==> src/include/cmis_pkg.sv <==
package cmis_pkg;
    // =====================================================================
    // register map
    // =====================================================================
    localparam logic [7:0] MODE_ADDR       = 8'h9D;
    localparam logic [7:0] INSEL_ADDR      = 8'h9F;
    localparam logic [7:0] MODE_RESET      = 8'h02;
    localparam logic [7:0] INSEL_RESET     = 8'hFF;
    localparam logic [7:0] MODE_WR_MASK    = 8'h33;
    localparam int         RISE_IE_BIT     = 5;
    localparam int         FALL_IE_BIT     = 4;
    localparam int         MODE_LSB        = 0;
    localparam int         NEG_LSB         = 4;
    localparam int         POS_LSB         = 0;
    localparam int         CODE_W          = 4;
    localparam int         PIN_COUNT       = 8;
    localparam logic [3:0] CODE_REG_TAP    = 4'h8;
    localparam logic [3:0] CODE_RSV_LO     = 4'h6;

    typedef enum logic [1:0]
    {
        MODE_FASTEST,
        MODE_ONE,
        MODE_TWO,
        MODE_SLOWEST
    } cmis_mode_t;
endpackage

==> src/verilog/cmis_input_decode.sv <==
module cmis_input_decode
#(
    parameter int PINS     = 8,
    parameter bit SMALL    = 1'b0
)
(
    input  wire logic [3:0]      code,
    output logic      [PINS-1:0] pin_sel,
    output logic                 tap_sel
);
    import cmis_pkg::*;

    // the code field has room for eight pin codes below the regulator tap
    if (PINS != PIN_COUNT)
    begin : g_pins_chk
        $error("cmis_input_decode: PINS must equal %0d", PIN_COUNT);
    end

    // =====================================================================
    // one-hot pin select; reserved codes on the small package connect nothing
    // =====================================================================
    genvar g;
    generate
        for (g = 0; g < PINS; g++)
        begin : g_pin
            assign pin_sel[g] = (code == 4'(g)) && !(SMALL && (4'(g) >= CODE_RSV_LO));
        end
    endgenerate

    assign tap_sel = (code == CODE_REG_TAP);
endmodule

==> src/verilog/cmis_regs.sv <==
// Summary of operation
// - mode register bits 7:6 and 3:2 read as zero and ignore writes.
// - mode bit 5 enables the rising-edge flag onto the interrupt request.
// - mode bit 4 enables the falling-edge flag onto the interrupt request.
// - mode bits 1:0 drive the response-time/power code to the comparator, 00 fastest, 11 slowest.
// - input-select bits 3:0 pick the positive input: pin n at code n for 0-7 (0-5 with SMALL_PACKAGE), regulator tap at 1000, none above.
// - each comparator output edge sets its sticky flag, which stays set until software clears it.
module cmis_regs
#(
    parameter bit SMALL_PACKAGE = 1'b0
)
(
    input  wire logic                         CLK,
    input  wire logic                         SRST,
    input  wire logic [7:0]                   SFR_ADDR,
    input  wire logic                         SFR_WE,
    input  wire logic [7:0]                   SFR_WDATA,
    output logic      [7:0]                   SFR_RDATA,
    input  wire logic                         CMP_OUT,
    input  wire logic                         RISE_FLAG_CLR,
    input  wire logic                         FALL_FLAG_CLR,
    output logic                              RISE_SEEN_FLAG,
    output logic                              FALL_SEEN_FLAG,
    output cmis_pkg::cmis_mode_t              RESPONSE_MODE_CODE,
    output logic      [cmis_pkg::PIN_COUNT-1:0] NEG_PIN_SEL,
    output logic                              NEG_TAP_SEL,
    output logic      [cmis_pkg::PIN_COUNT-1:0] POS_PIN_SEL,
    output logic                              POS_TAP_SEL,
    output logic                              CMP_IRQ
);
    import cmis_pkg::*;

    // =====================================================================
    // register state
    // =====================================================================
    logic [7:0] mode_q;
    logic [7:0] mode_d;
    logic [7:0] insel_q;
    logic [7:0] insel_d;
    logic       cmp_q;
    logic       cmp_d;
    logic       seen_q;
    logic       seen_d;
    logic       rise_q;
    logic       rise_d;
    logic       fall_q;
    logic       fall_d;
    logic [7:0] rdata_q;
    logic [7:0] rdata_d;
    logic       rise_edge;
    logic       fall_edge;

    function automatic logic hit(input logic [7:0] a, input logic [7:0] reg_addr);
        hit = (a == reg_addr);
    endfunction

    always_comb
    begin
        mode_d  = mode_q;
        insel_d = insel_q;
        if (SFR_WE && hit(SFR_ADDR, MODE_ADDR))
            mode_d = SFR_WDATA & MODE_WR_MASK;
        else if (SFR_WE && hit(SFR_ADDR, INSEL_ADDR))
            insel_d = SFR_WDATA;
    end

    // =====================================================================
    // edge flags; the first sample after reset only primes the history
    // =====================================================================
    assign rise_edge = seen_q && CMP_OUT && !cmp_q;
    assign fall_edge = seen_q && !CMP_OUT && cmp_q;

    always_comb
    begin
        cmp_d  = CMP_OUT;
        seen_d = 1'b1;
        // set beats a clear landing in the same cycle, so no edge is lost
        rise_d = rise_edge | (rise_q & ~RISE_FLAG_CLR);
        fall_d = fall_edge | (fall_q & ~FALL_FLAG_CLR);
    end

    always_comb
    begin
        rdata_d = 8'h00;
        if (hit(SFR_ADDR, MODE_ADDR))
            rdata_d = mode_q & MODE_WR_MASK;
        else if (hit(SFR_ADDR, INSEL_ADDR))
            rdata_d = insel_q;
    end

    always_ff @(posedge CLK)
    begin
        if (SRST)
        begin
            mode_q  <= MODE_RESET;
            insel_q <= INSEL_RESET;
            cmp_q   <= 1'b0;
            seen_q  <= 1'b0;
            rise_q  <= 1'b0;
            fall_q  <= 1'b0;
            rdata_q <= 8'h00;
        end
        else
        begin
            mode_q  <= mode_d;
            insel_q <= insel_d;
            cmp_q   <= cmp_d;
            seen_q  <= seen_d;
            rise_q  <= rise_d;
            fall_q  <= fall_d;
            rdata_q <= rdata_d;
        end
    end

    // =====================================================================
    // outputs to the analog comparator and interrupt controller
    // =====================================================================
    assign SFR_RDATA          = rdata_q;
    assign RISE_SEEN_FLAG     = rise_q;
    assign FALL_SEEN_FLAG     = fall_q;
    assign RESPONSE_MODE_CODE = cmis_mode_t'(mode_q[MODE_LSB +: 2]);
    assign CMP_IRQ = (rise_q & mode_q[RISE_IE_BIT]) | (fall_q & mode_q[FALL_IE_BIT]);

    // pins selected here must be analog and crossbar-skipped by software
    cmis_input_decode #(.PINS(PIN_COUNT), .SMALL(SMALL_PACKAGE)) u_neg
    (
        .code    (insel_q[NEG_LSB +: CODE_W]),
        .pin_sel (NEG_PIN_SEL),
        .tap_sel (NEG_TAP_SEL)
    );

    cmis_input_decode #(.PINS(PIN_COUNT), .SMALL(SMALL_PACKAGE)) u_pos
    (
        .code    (insel_q[POS_LSB +: CODE_W]),
        .pin_sel (POS_PIN_SEL),
        .tap_sel (POS_TAP_SEL)
    );

    // =====================================================================
    // elaboration check: pin codes must stay below the regulator tap code
    // =====================================================================
    if (PIN_COUNT > int'(CODE_REG_TAP))
    begin : g_code_chk
        $error("cmis_regs: pin codes overlap the regulator tap code");
    end

    // =====================================================================
    // checks
    // =====================================================================
    reserved_zero_a: assert property (@(posedge CLK) disable iff (SRST)
        (mode_q[7:6] == 2'b00) && (mode_q[3:2] == 2'b00)) else $error("mode reserved bits set");
    rise_gate_a: assert property (@(posedge CLK) disable iff (SRST)
        (rise_q && mode_q[RISE_IE_BIT]) |-> CMP_IRQ) else $error("rise irq missing");
    fall_gate_a: assert property (@(posedge CLK) disable iff (SRST)
        (fall_q && mode_q[FALL_IE_BIT]) |-> CMP_IRQ) else $error("fall irq missing");
    mode_write_a: assert property (@(posedge CLK) disable iff (SRST)
        (SFR_WE && SFR_ADDR == MODE_ADDR) |=> (RESPONSE_MODE_CODE == $past(SFR_WDATA[1:0])))
        else $error("mode code not taken");
    neg_tap_a: assert property (@(posedge CLK) disable iff (SRST)
        (insel_q[7:4] == CODE_REG_TAP) |-> (NEG_TAP_SEL && NEG_PIN_SEL == '0)) else $error("neg tap");
    pos_none_a: assert property (@(posedge CLK) disable iff (SRST)
        (insel_q[3:0] > CODE_REG_TAP) |-> (!POS_TAP_SEL && POS_PIN_SEL == '0)) else $error("pos none");
    rise_set_a: assert property (@(posedge CLK) disable iff (SRST)
        (seen_q && CMP_OUT && !cmp_q) |=> RISE_SEEN_FLAG) else $error("rise flag lost");
    flag_sticky_a: assert property (@(posedge CLK) disable iff (SRST)
        (FALL_SEEN_FLAG && !FALL_FLAG_CLR) |=> FALL_SEEN_FLAG) else $error("fall flag dropped");
    irq_quiet_a: assert property (@(posedge CLK) disable iff (SRST)
        (!mode_q[RISE_IE_BIT] && !mode_q[FALL_IE_BIT]) |-> !CMP_IRQ) else $error("irq while masked");

    // =====================================================================
    // register bus checks
    // =====================================================================
    mode_rdata_a: assert property (@(posedge CLK) disable iff (SRST)
        (!$past(SRST) && $past(SFR_ADDR) == MODE_ADDR) |-> (SFR_RDATA[7:6] == 2'b00 && SFR_RDATA[3:2] == 2'b00))
        else $error("mode reserved bits read back");
    insel_rdata_a: assert property (@(posedge CLK) disable iff (SRST)
        (!$past(SRST) && $past(SFR_ADDR) == INSEL_ADDR) |-> (SFR_RDATA == $past(insel_q)))
        else $error("input select read back wrong");
    insel_write_a: assert property (@(posedge CLK) disable iff (SRST)
        (SFR_WE && SFR_ADDR == INSEL_ADDR) |=> (insel_q == $past(SFR_WDATA)))
        else $error("input select write lost");
    enable_write_a: assert property (@(posedge CLK) disable iff (SRST)
        (SFR_WE && SFR_ADDR == MODE_ADDR) |=> (mode_q[5:4] == $past(SFR_WDATA[5:4])))
        else $error("edge enables not taken");
    code_stable_a: assert property (@(posedge CLK) disable iff (SRST)
        !(SFR_WE && SFR_ADDR == MODE_ADDR) |=> $stable(RESPONSE_MODE_CODE))
        else $error("mode code moved without a write");

    // =====================================================================
    // edge flag checks
    // =====================================================================
    fall_set_a: assert property (@(posedge CLK) disable iff (SRST)
        (seen_q && !CMP_OUT && cmp_q) |=> FALL_SEEN_FLAG)
        else $error("fall flag not set");
    rise_sticky_a: assert property (@(posedge CLK) disable iff (SRST)
        (RISE_SEEN_FLAG && !RISE_FLAG_CLR) |=> RISE_SEEN_FLAG)
        else $error("rise flag dropped");
    rise_clear_a: assert property (@(posedge CLK) disable iff (SRST)
        (RISE_FLAG_CLR && !(seen_q && CMP_OUT && !cmp_q)) |=> !RISE_SEEN_FLAG)
        else $error("rise flag not cleared");
    fall_clear_a: assert property (@(posedge CLK) disable iff (SRST)
        (FALL_FLAG_CLR && !(seen_q && !CMP_OUT && cmp_q)) |=> !FALL_SEEN_FLAG)
        else $error("fall flag not cleared");
    irq_source_a: assert property (@(posedge CLK) disable iff (SRST)
        CMP_IRQ |-> ((RISE_SEEN_FLAG && mode_q[RISE_IE_BIT]) || (FALL_SEEN_FLAG && mode_q[FALL_IE_BIT])))
        else $error("irq without an enabled flag");

    // =====================================================================
    // input select checks; codes 6 and 7 name pins only on larger packages
    // =====================================================================
    neg_none_a: assert property (@(posedge CLK) disable iff (SRST)
        (insel_q[7:4] > CODE_REG_TAP) |-> (!NEG_TAP_SEL && NEG_PIN_SEL == '0))
        else $error("neg none");
    pos_tap_a: assert property (@(posedge CLK) disable iff (SRST)
        (insel_q[3:0] == CODE_REG_TAP) |-> (POS_TAP_SEL && POS_PIN_SEL == '0))
        else $error("pos tap");
    neg_pick_a: assert property (@(posedge CLK) disable iff (SRST)
        (insel_q[7:4] < CODE_RSV_LO) |-> (NEG_PIN_SEL == (PIN_COUNT'(1) << insel_q[7:4]) && !NEG_TAP_SEL))
        else $error("neg pin pick");
    pos_pick_a: assert property (@(posedge CLK) disable iff (SRST)
        (insel_q[3:0] < CODE_RSV_LO) |-> (POS_PIN_SEL == (PIN_COUNT'(1) << insel_q[3:0]) && !POS_TAP_SEL))
        else $error("pos pin pick");
    small_neg_a: assert property (@(posedge CLK) disable iff (SRST)
        (SMALL_PACKAGE && insel_q[7:4] >= CODE_RSV_LO && insel_q[7:4] < CODE_REG_TAP) |-> (NEG_PIN_SEL == '0))
        else $error("neg reserved code picked a pin");
    small_pos_a: assert property (@(posedge CLK) disable iff (SRST)
        (SMALL_PACKAGE && insel_q[3:0] >= CODE_RSV_LO && insel_q[3:0] < CODE_REG_TAP) |-> (POS_PIN_SEL == '0))
        else $error("pos reserved code picked a pin");
endmodule

==> config.mk <==
export PLATFORM = sky130hd
export DESIGN_NAME = cmis_regs
export DESIGN_NICKNAME = d
export VERILOG_FILES = /design/src/include/cmis_pkg.sv /design/src/verilog/cmis_input_decode.sv /design/src/verilog/cmis_regs.sv
export SDC_FILE = /design/constraint.sdc
export NUM_CORES = 1
export LEC_CHECK = 0
export BUFFER_PORTS_ARGS = -buffer_cell sky130_fd_sc_hd__clkbuf_2
export CAP_MARGIN = 20
export CORE_MARGIN = 3
export CORE_UTILIZATION = 45
export DETAILED_ROUTE_END_ITERATION = 7
export GPL_TIMING_DRIVEN = 0
export HOLD_SLACK_MARGIN = 0.06
export PLACE_DENSITY = 0.75
export SYNTH_ARGS = -nofsm -noshare
export SYNTH_HDL_FRONTEND = slang
export SYNTH_SLANG_ARGS = --single-unit
==> constraint.sdc <==
create_clock -name CLK -period 1.8 [get_ports CLK]
set_clock_uncertainty 0.15 [all_clocks]
set_input_delay 0.36 -clock CLK [delete_from_list [all_inputs] [get_ports CLK]]
set_output_delay 0.36 -clock CLK [all_outputs]
set_load 0.02 [all_outputs]
== Word level (Yosys, flattened, before mapping) ==
Cells that the tools add are included.

* Logic and storage cells: 52
* Register bits after elaboration: 24
* Output and inout bits: 31

* Multiplexer cells: 3
* Bitwise logic cells: 11
* Reductions and logical operators: 12
* Eq/ne operators: 18

{| class="wikitable"
|+ Operator list
! cell !! number
|-
| $eq A4 B3 Y1 const B || 8
|-
| $eq A4 B2 Y1 const B || 4
|-
| $eq A8 B8 Y1 const B || 2
|-
| $mux W6 || 2
|-
| $eq A4 B1 Y1 const B || 2
|-
| $eq A4 B4 Y1 const B || 2
|-
| $logic_not A4 Y1 || 2
|-
| $logic_and A1 B1 Y1 || 6
|-
| $and A1 B1 Y1 || 4
|-
| $not A1 Y1 || 4
|-
| $or A1 B1 Y1 || 3
|-
| $reduce_or A3 Y1 || 1
|-
| $logic_not A1 Y1 || 2
|-
| $reduce_and A2 Y1 || 1
|-
| $mux W1 || 1
|}

== Longest topological paths before layout ==
Gate-level depths: netlist of run 1.

* Depth after elaboration: 4
* Mapped depth: 4
* Gate-level depth less buffers: 3

== Hierarchy ==
A second synthesis of run 1 with hierarchy kept.

* Cells, all modules: 111
* Area, all modules: 1,098.6 µm²

{| class="wikitable"
|+ By module, submodules not included
! module !! cells each !! area each (µm²) !! times used
|-
| cmis_regs || 93 || 918.4 || 1
|-
| cmis_input_decode || 9 || 90.1 || 2
|}

== Worst setup path before layout of run 1 ==
Ideal clock, no wire load.

* Path type: reg2out
* Start point: reg insel_q[4]
* End point: out NEG_TAP_SEL
* Path buffers: 1
* Stages on the path, launching flop included: 3
* Arrival: 1.232 ns
* Slack: 0.058 ns
* Cells stage by stage: dfxtp_1 > clkbuf_1 > nor4b_1

* Longest elaborated chain between the ends: 1

{| class="wikitable"
|+ Ends and longest elaborated chain
! what !! RTL line !! text
|-
| start, declared || cmis_regs.sv:38 || <nowiki>logic [7:0] insel_q;</nowiki>
|-
| start signal, assigned || cmis_regs.sv:106 || <nowiki>insel_q <= insel_d;</nowiki>
|-
| $eq A4 B4 Y1 || cmis_input_decode.sv:30 || <nowiki>assign tap_sel = (code == CODE_REG_TAP);</nowiki>
|-
| end, declared || cmis_regs.sv:26 || <nowiki>output logic NEG_TAP_SEL,</nowiki>
|}

No other way between the ends.

== Worst setup path in the final report of run 1 ==
* Start point: reg insel_q[4]
* End point: out NEG_PIN_SEL[7] (netlist name)

* Longest elaborated chain between the ends: 1

{| class="wikitable"
|+ Ends and longest elaborated chain
! what !! RTL line !! text
|-
| $eq A4 B3 Y1 || cmis_input_decode.sv:26 || <nowiki>assign pin_sel[g] = (code == 4'(g)) && !(SMALL && (4'(g) >= CODE_RSV_LO));</nowiki>
|-
| end, declared || cmis_regs.sv:25 || <nowiki>output logic [cmis_pkg::PIN_COUNT-1:0] NEG_PIN_SEL,</nowiki>
|}

No other way between the ends.

==> results of run 1 <==
## stage by stage
stage               instances  worst slack [ns]
finish                    201           0.05186
global route              201          -0.02050
CTS                       201          0.008270
detailed placement        200           0.07618
global placement          200            0.1040
floorplan                 122           0.05751
## per-layer routing
metal  GRT usage, %  up-vias  wire length [um]
met5              0        -                 0
met4          9.028        0                64
met1          17.84      468               998
met2          29.90       33              1380
met3          2.336        7               129
li1               -      513                 -
## worst paths after layout
kind	depth (start not counted)	to	start	slack, ns
max reg2reg	2	SFR_RDATA[0]	insel_q[0]	0.90
min	3	mode_q[5]	SFR_WDATA[5]	0.14
max	3	NEG_PIN_SEL[7]	insel_q[4]	0.05
min reg2reg	2	RISE_SEEN_FLAG	RISE_SEEN_FLAG	0.34
## critical path, cell delays in order (launching register included)
cell,delay (ns)
dfxtp_2,0.45
nand2b_1,0.15
nor2_1,0.14
clkbuf_2,0.19
## layout make-up
class | count | share of cell area [%]
inverters | 2 | 0.5222
repair buffers | 50 | 17.41
well taps | 28 | 2.437
multi-input cells | 88 | 41.78
plain buffers | 6 | 2.176
flip-flops and latches | 24 | 34.12
clock buffers | 3 | 1.567
## state kept, by name, indices dropped and copies added, names as in the netlist
register and cells:
insel_q 8, RISE_SEEN_FLAG 1, FALL_SEEN_FLAG 1, cmp_q 1, SFR_RDATA 8, mode_q 4
seen_q 1
## power groups by stage
stage	Sequential (W)	Combinational [W]	Clock, W
finish	0.000538	0.0000714	0.000218
global route	0.000539	0.0000790	0.000250
CTS	0.000538	0.0000720	0.000228
detailed placement	0.000550	0.0000717	0
global placement	0.000550	0.0000701	0
floorplan	0.000553	0.0000369	0
## cell usage in the layout (no fill, tap or decap), drive strengths merged
cell type / instances
or2: 1
nand3: 1
nand2b: 8
a21oi: 2
nor2b: 1
buf: 9
inv: 2
nor3: 13
dfxtp: 24
a22o: 1
mux2i: 16
nand3b: 2
clkbuf: 50
nor2: 23
nand4bb: 1
nand2: 9
nor4b: 3
and2: 4
nor4: 3
## what timing repair did
action | 4_1_cts | 5_1_grt
endpoints found under the setup margin | 11 | 13
hold endpoints to repair | 0 | 0
resized for setup | 3 | 17
cloned | 0 | 0
## cells by family after synthesis
group / count (synthesis)
AO/OA/AOI/OAI: 3
buffers and inverters: 10
flip-flops: 24
multiplexers: 16
AND/OR/NAND/NOR: 69
==> flow_summary.json, run 1 <==
{
  "status": "complete, no violations",
  "clock-sinks": 24,
  "die_w_um": 55.38,
  "viasPerCell": 5.080,
  "netlist_area_mm2": 0.001097,
  "vias": 1021,
  "max-cap-violations": 0,
  "holdBufCountCts": 0,
  "final_area_mm2": 0.001438,
  "grt_first_pass_wirelength_mm": 4.098,
  "report.final.hold_viol_count": 0,
  "clkTransAtPathRegs_ns": 0.11,
  "fin_util_pct": 63.76,
  "yosysUniqueCellTypes": 22,
  "remaining_drc_errors": 0,
  "wl_per_cell_um": 12.80,
  "ant_nets": 0,
  "synth_fa_ha_area_share_pct": 0,
  "fin_crit_ns": 1.748,
  "max_freq_mhz": 572.0,
  "start_util_pct": 48.67,
  "worst-setup-path-type": "register to output port",
  "area_growth_pct": 31.01,
  "cts_made_buffers": 3,
  "synth_largest_area_cell": "dfxtp_1",
  "power_w": 0.0008282,
  "rows": 17,
  "p_comb_share_pct": 8.6,
  "setup_violations": 0,
  "avgSynthCellArea_um2": 8.994,
  "pwr-share-clk_pct": 26.4,
  "synth_top_family_by_area": "simple AND/OR/NAND/NOR gates",
  "io_buffer_count": 50,
  "synth-edff-count": 0,
  "cts_tree": "yes",
  "start_kind": "register",
  "synth_mux_area_share_pct": 14.60,
  "cts_root_buf": "clkbuf_4",
  "overflow": 0,
  "antenna_found_initial": 0,
  "synth-seq-cells": 24,
  "regArea_um2": 490.5,
  "worst-path-max-fanout": 8,
  "synth_xor_area_share_pct": 0,
  "synth_common_cells": "dfxtp_1 (24), nor2_1 (23), mux2i_1 (16)",
  "hold_ws_ns": 0.1399,
  "nets": 197,
  "crit_path_end_kind": "output port",
  "swShare_pct": 21.97,
  "clock_path_buffers": 2,
  "ys_warn_count": 0,
  "vdd_drop_max_v": 0.0005224,
  "relSlewSlack_pct": 61.77,
  "num-fill-cells": 196,
  "placed_area_mm2": 0.001383,
  "dp_hpwl_mm": 2.072,
  "antenna_cells": 0,
  "synthFlopType": "dfxtp_1",
  "p_seq_share_pct": 65.0,
  "worst_pin_slew_ns": 0.5655,
  "ios": 53,
  "postCtsSetupBuffers": 0,
  "power_density_mw_per_mm2": 576.1,
  "tns_ns": 0,
  "ys_async_sr_fraction_pct": 0,
  "leakagePower_nw": 0.6221,
  "clk_latency_ns": 0.30,
  "die_h_um": 55.38,
  "worstPathRequired_ns": 1.29,
  "hp-class": "input port to register",
  "drt-initial-drc-count": 36,
  "synth-simple-area-share_pct": 35.69,
  "slew_viol_final": 0,
  "grt_usage_pct": 16.37,
  "p_sw_w": 0.0001819,
  "yosysMostFrequentCell": "dfxtp_1",
  "rsz0062_at_grt": "true",
  "firstDrtPassIters": 4,
  "dieArea_mm2": 0.003067,
  "ys_seq_area_share_pct": 43.79,
  "synth_compound_area_share_pct": 1.710,
  "grt_max_degree": 13,
  "drive_above_1_share_pct": 42.77,
  "yosys-top-cells-area": "dfxtp_1 (44%), mux2i_1 (15%), nor2_1 (7.9%)",
  "globalplace.congestion": 0.7593,
  "multi_input_area_um2": 600.6,
  "core_area_mm2": 0.002255,
  "finalCritPeriodShare_pct": 97.12,
  "synth_nets": 144,
  "htreeDepth": 1,
  "grt_pass1_vias": 971,
  "wl_mm": 2.573,
  "synthCells": 122,
  "synth_top_area_share_pct": 43.79,
  "power.internal_w": 0.0006463,
  "critPathArrivalTime_ns": 1.24
}
(Power assumes the default switching activity.)
==> run 2, diff against run 1 <==
Settings changed: ABC_AREA from default to 1, PLACE_DENSITY 0.75 to 0.74, SLEW_MARGIN from default to 20.
==> flow_summary.json, run 2 <==
{
  "status": "complete, no violations",
  "fin_util_pct": 66.49,
  "antenna_cells": 0,
  "critPathMaxStageDelay_ns": 0.39,
  "ios": 53,
  "postCtsSetupBuffers": 0,
  "placed_area_mm2": 0.001448,
  "start_util_pct": 49.70,
  "dieArea_mm2": 0.003204,
  "fin_crit_ns": 1.719,
  "power_w": 0.0009998,
  "synth_mux_area_share_pct": 0,
  "yosysUniqueCellTypes": 20,
  "start_kind": "register",
  "cts_root_buf": "clkbuf_4",
  "synth_nets": 174,
  "min_delay_path_depth": 3,
  "crit_path_end_kind": "output port",
  "reg2reg_depth": 2,
  "htreeDepth": 1,
  "overflow": 0,
  "report.final.hold_viol_count": 0,
  "placedCellCount": 232,
  "synth-simple-area-share_pct": 42.45,
  "synth-seq-cells": 24,
  "globalplace.congestion": 0.8254,
  "wl_per_cell_um": 10.97,
  "cts_tree": "yes",
  "die_w_um": 56.61,
  "worst_pin_slew_ns": 0.2478,
  "relSlewSlack_pct": 83.44,
  "yosysMostFrequentCell": "nand2_1",
  "synth_top_family_by_area": "simple AND/OR/NAND/NOR gates",
  "nets": 232,
  "drt-initial-drc-count": 39,
  "grt_usage_pct": 15.84,
  "synth_compound_area_share_pct": 3.257,
  "slew_viol_final": 0,
  "setup_violations": 0,
  "worst-path-max-fanout": 5,
  "hp-start": "CMP_OUT",
  "regToRegSetupSlack_ns": 0.97,
  "clock-sinks": 24,
  "stdcell_count": 237,
  "max-cap-violations": 0,
  "clk_latency_ns": 0.31,
  "synthCells": 152,
  "critPathArrivalTime_ns": 1.21,
  "hold_ws_ns": 0.1151,
  "clkTransAtPathRegs_ns": 0.13,
  "synth_fa_ha_area_share_pct": 0,
  "final_area_mm2": 0.001541,
  "ys_async_sr_fraction_pct": 0,
  "hp-class": "input port to register",
  "netlist_area_mm2": 0.001152,
  "max_freq_mhz": 581.7,
  "worst_hold_path.endpoint": "cmp_q",
  "grt_pass1_vias": 1015,
  "rows": 17,
  "area_growth_pct": 33.77,
  "antenna_found_initial": 0,
  "synthFlopType": "dfxtp_1",
  "cts_made_buffers": 3,
  "final_common_cell": "clkbuf_2",
  "crit_chain": "inv_2, nand2_1, nor3_1, buf_2",
  "synth_xor_area_share_pct": 0,
  "rsz0062_at_grt": "true",
  "synth_common_cells": "nand2_1 (27), dfxtp_1 (24), inv_1 (24)",
  "clock_path_buffers": 2,
  "grt_max_degree": 15,
  "power_density_mw_per_mm2": 648.6,
  "io_buffer_count": 52,
  "vdd_drop_max_v": 0.0007242,
  "wl_mm": 2.600,
  "remaining_drc_errors": 0,
  "synth_largest_area_cell": "dfxtp_1",
  "grt_first_pass_wirelength_mm": 4.222,
  "die_h_um": 56.61,
  "final_cell_mix": "clkbuf_2 (41), nand2_1 (24), dfxtp_1 (21)",
  "crit_path_top_delay_cell": "dfxtp_4",
  "yosys-top-cells-area": "dfxtp_1 (42%), nand2_1 (8.8%), inv_1 (7.8%)",
  "finalCritPeriodShare_pct": 95.50,
  "core_area_mm2": 0.002318,
  "ys_seq_area_share_pct": 41.69,
  "drive_above_1_share_pct": 41.63,
  "viasPerCell": 4.852,
  "leakagePower_nw": 0.8299,
  "worstPathRequired_ns": 1.29,
  "timing.rr.start": "insel_q[4]",
  "dp_hpwl_mm": 2.058,
  "ys_warn_count": 0,
  "num-fill-cells": 212,
  "synth-edff-count": 0,
  "avgSynthCellArea_um2": 7.581,
  "vias": 1150,
  "worst-setup-path-type": "register to output port",
  "r2r_end": "SFR_RDATA[4]",
  "synth_top_area_share_pct": 41.69,
  "firstDrtPassIters": 5,
  "ant_nets": 0
}
run 2: changes by cell type after synthesis, sizes merged, moves of 4 or more:
cell    before  now
inv          2   24
nand2        9   28
nand3        1   19
mux2i       16    0
nand4        0   13
nand2b       8    0
nor2        23   15
clkbuf       5    0
and2         4    0
buf          3    7
run 2: worst max-delay path by stage:
stage                          start             end  slack [ns]  depth (start not counted)
after detailed placement  insel_q[1]  POS_PIN_SEL[2]        0.35                          3
after global routing      insel_q[1]     POS_TAP_SEL       -0.03                          4
after CTS                 insel_q[5]     NEG_TAP_SEL        0.01                          4
after global placement    insel_q[5]     NEG_TAP_SEL        0.39                          4
final                     insel_q[1]     POS_TAP_SEL        0.08                          4
after floorplan           insel_q[1]     POS_TAP_SEL        0.30                          3
run 2: cell families after synthesis:
| kind of cell | count (synthesis) |
|---|---|
| buf+inv | 31 |
| flops | 24 |
| compound gates | 7 |
| simple gates | 90 |
run 2: timing repair:
item / in CTS / in global routing
hold endpoints to repair: 1 / 0
resized for setup: 3 / 24
hold buffers: 1 / 0
pin swaps: 0 / 0
setup endpoints to repair: 5 / 15
run 2: critical path, delay by kind of cell (launching register included):
family / cells / cell delay [ns]
flops: 1 / 0.39
buf+inv: 2 / 0.29
simple gates: 2 / 0.23
run 2: layout make-up:
type                            instances  area, um^2  area share [%]
Buffer                                  7       55.05           3.571
Clock buffer                            3       22.52           1.461
Clock inverter                          1       30.03           1.948
Inverter                               24       90.09           5.844
Multi-Input combinational cell         97       549.3           35.63
Sequential cell                        24       486.7           31.57
Tap cell                               28       35.03           2.273
Timing Repair Buffer                   53       272.8           17.69
run 2: routing by layer:
metal	global-route usage (%)	vias to the layer above	wire, um
li1	-	610	-
met3	5.287	0	200
met4	1.017	0	0
met2	27.06	39	1263
met1	20.11	501	1136
met5	0	-	0
run 2: report_power, final:
part | internal (W) | switching [W] | leakage, nW
logic | 0.0000325 | 0.0000489 | 0.609
registers | 0.000535 | 0.00000279 | 0.193
clock network | 0.000225 | 0.000156 | 0.0279
total | 0.000792 | 0.000207 | 0.830
run 2: stage by stage:
step	setup slack (ns)	TNS, ns
floorplan	0.2973	0
global placement	0.3871	0
detailed placement	0.3506	0
CTS	0.009703	0
global route	-0.02791	-0.02791
finish	0.08100	0
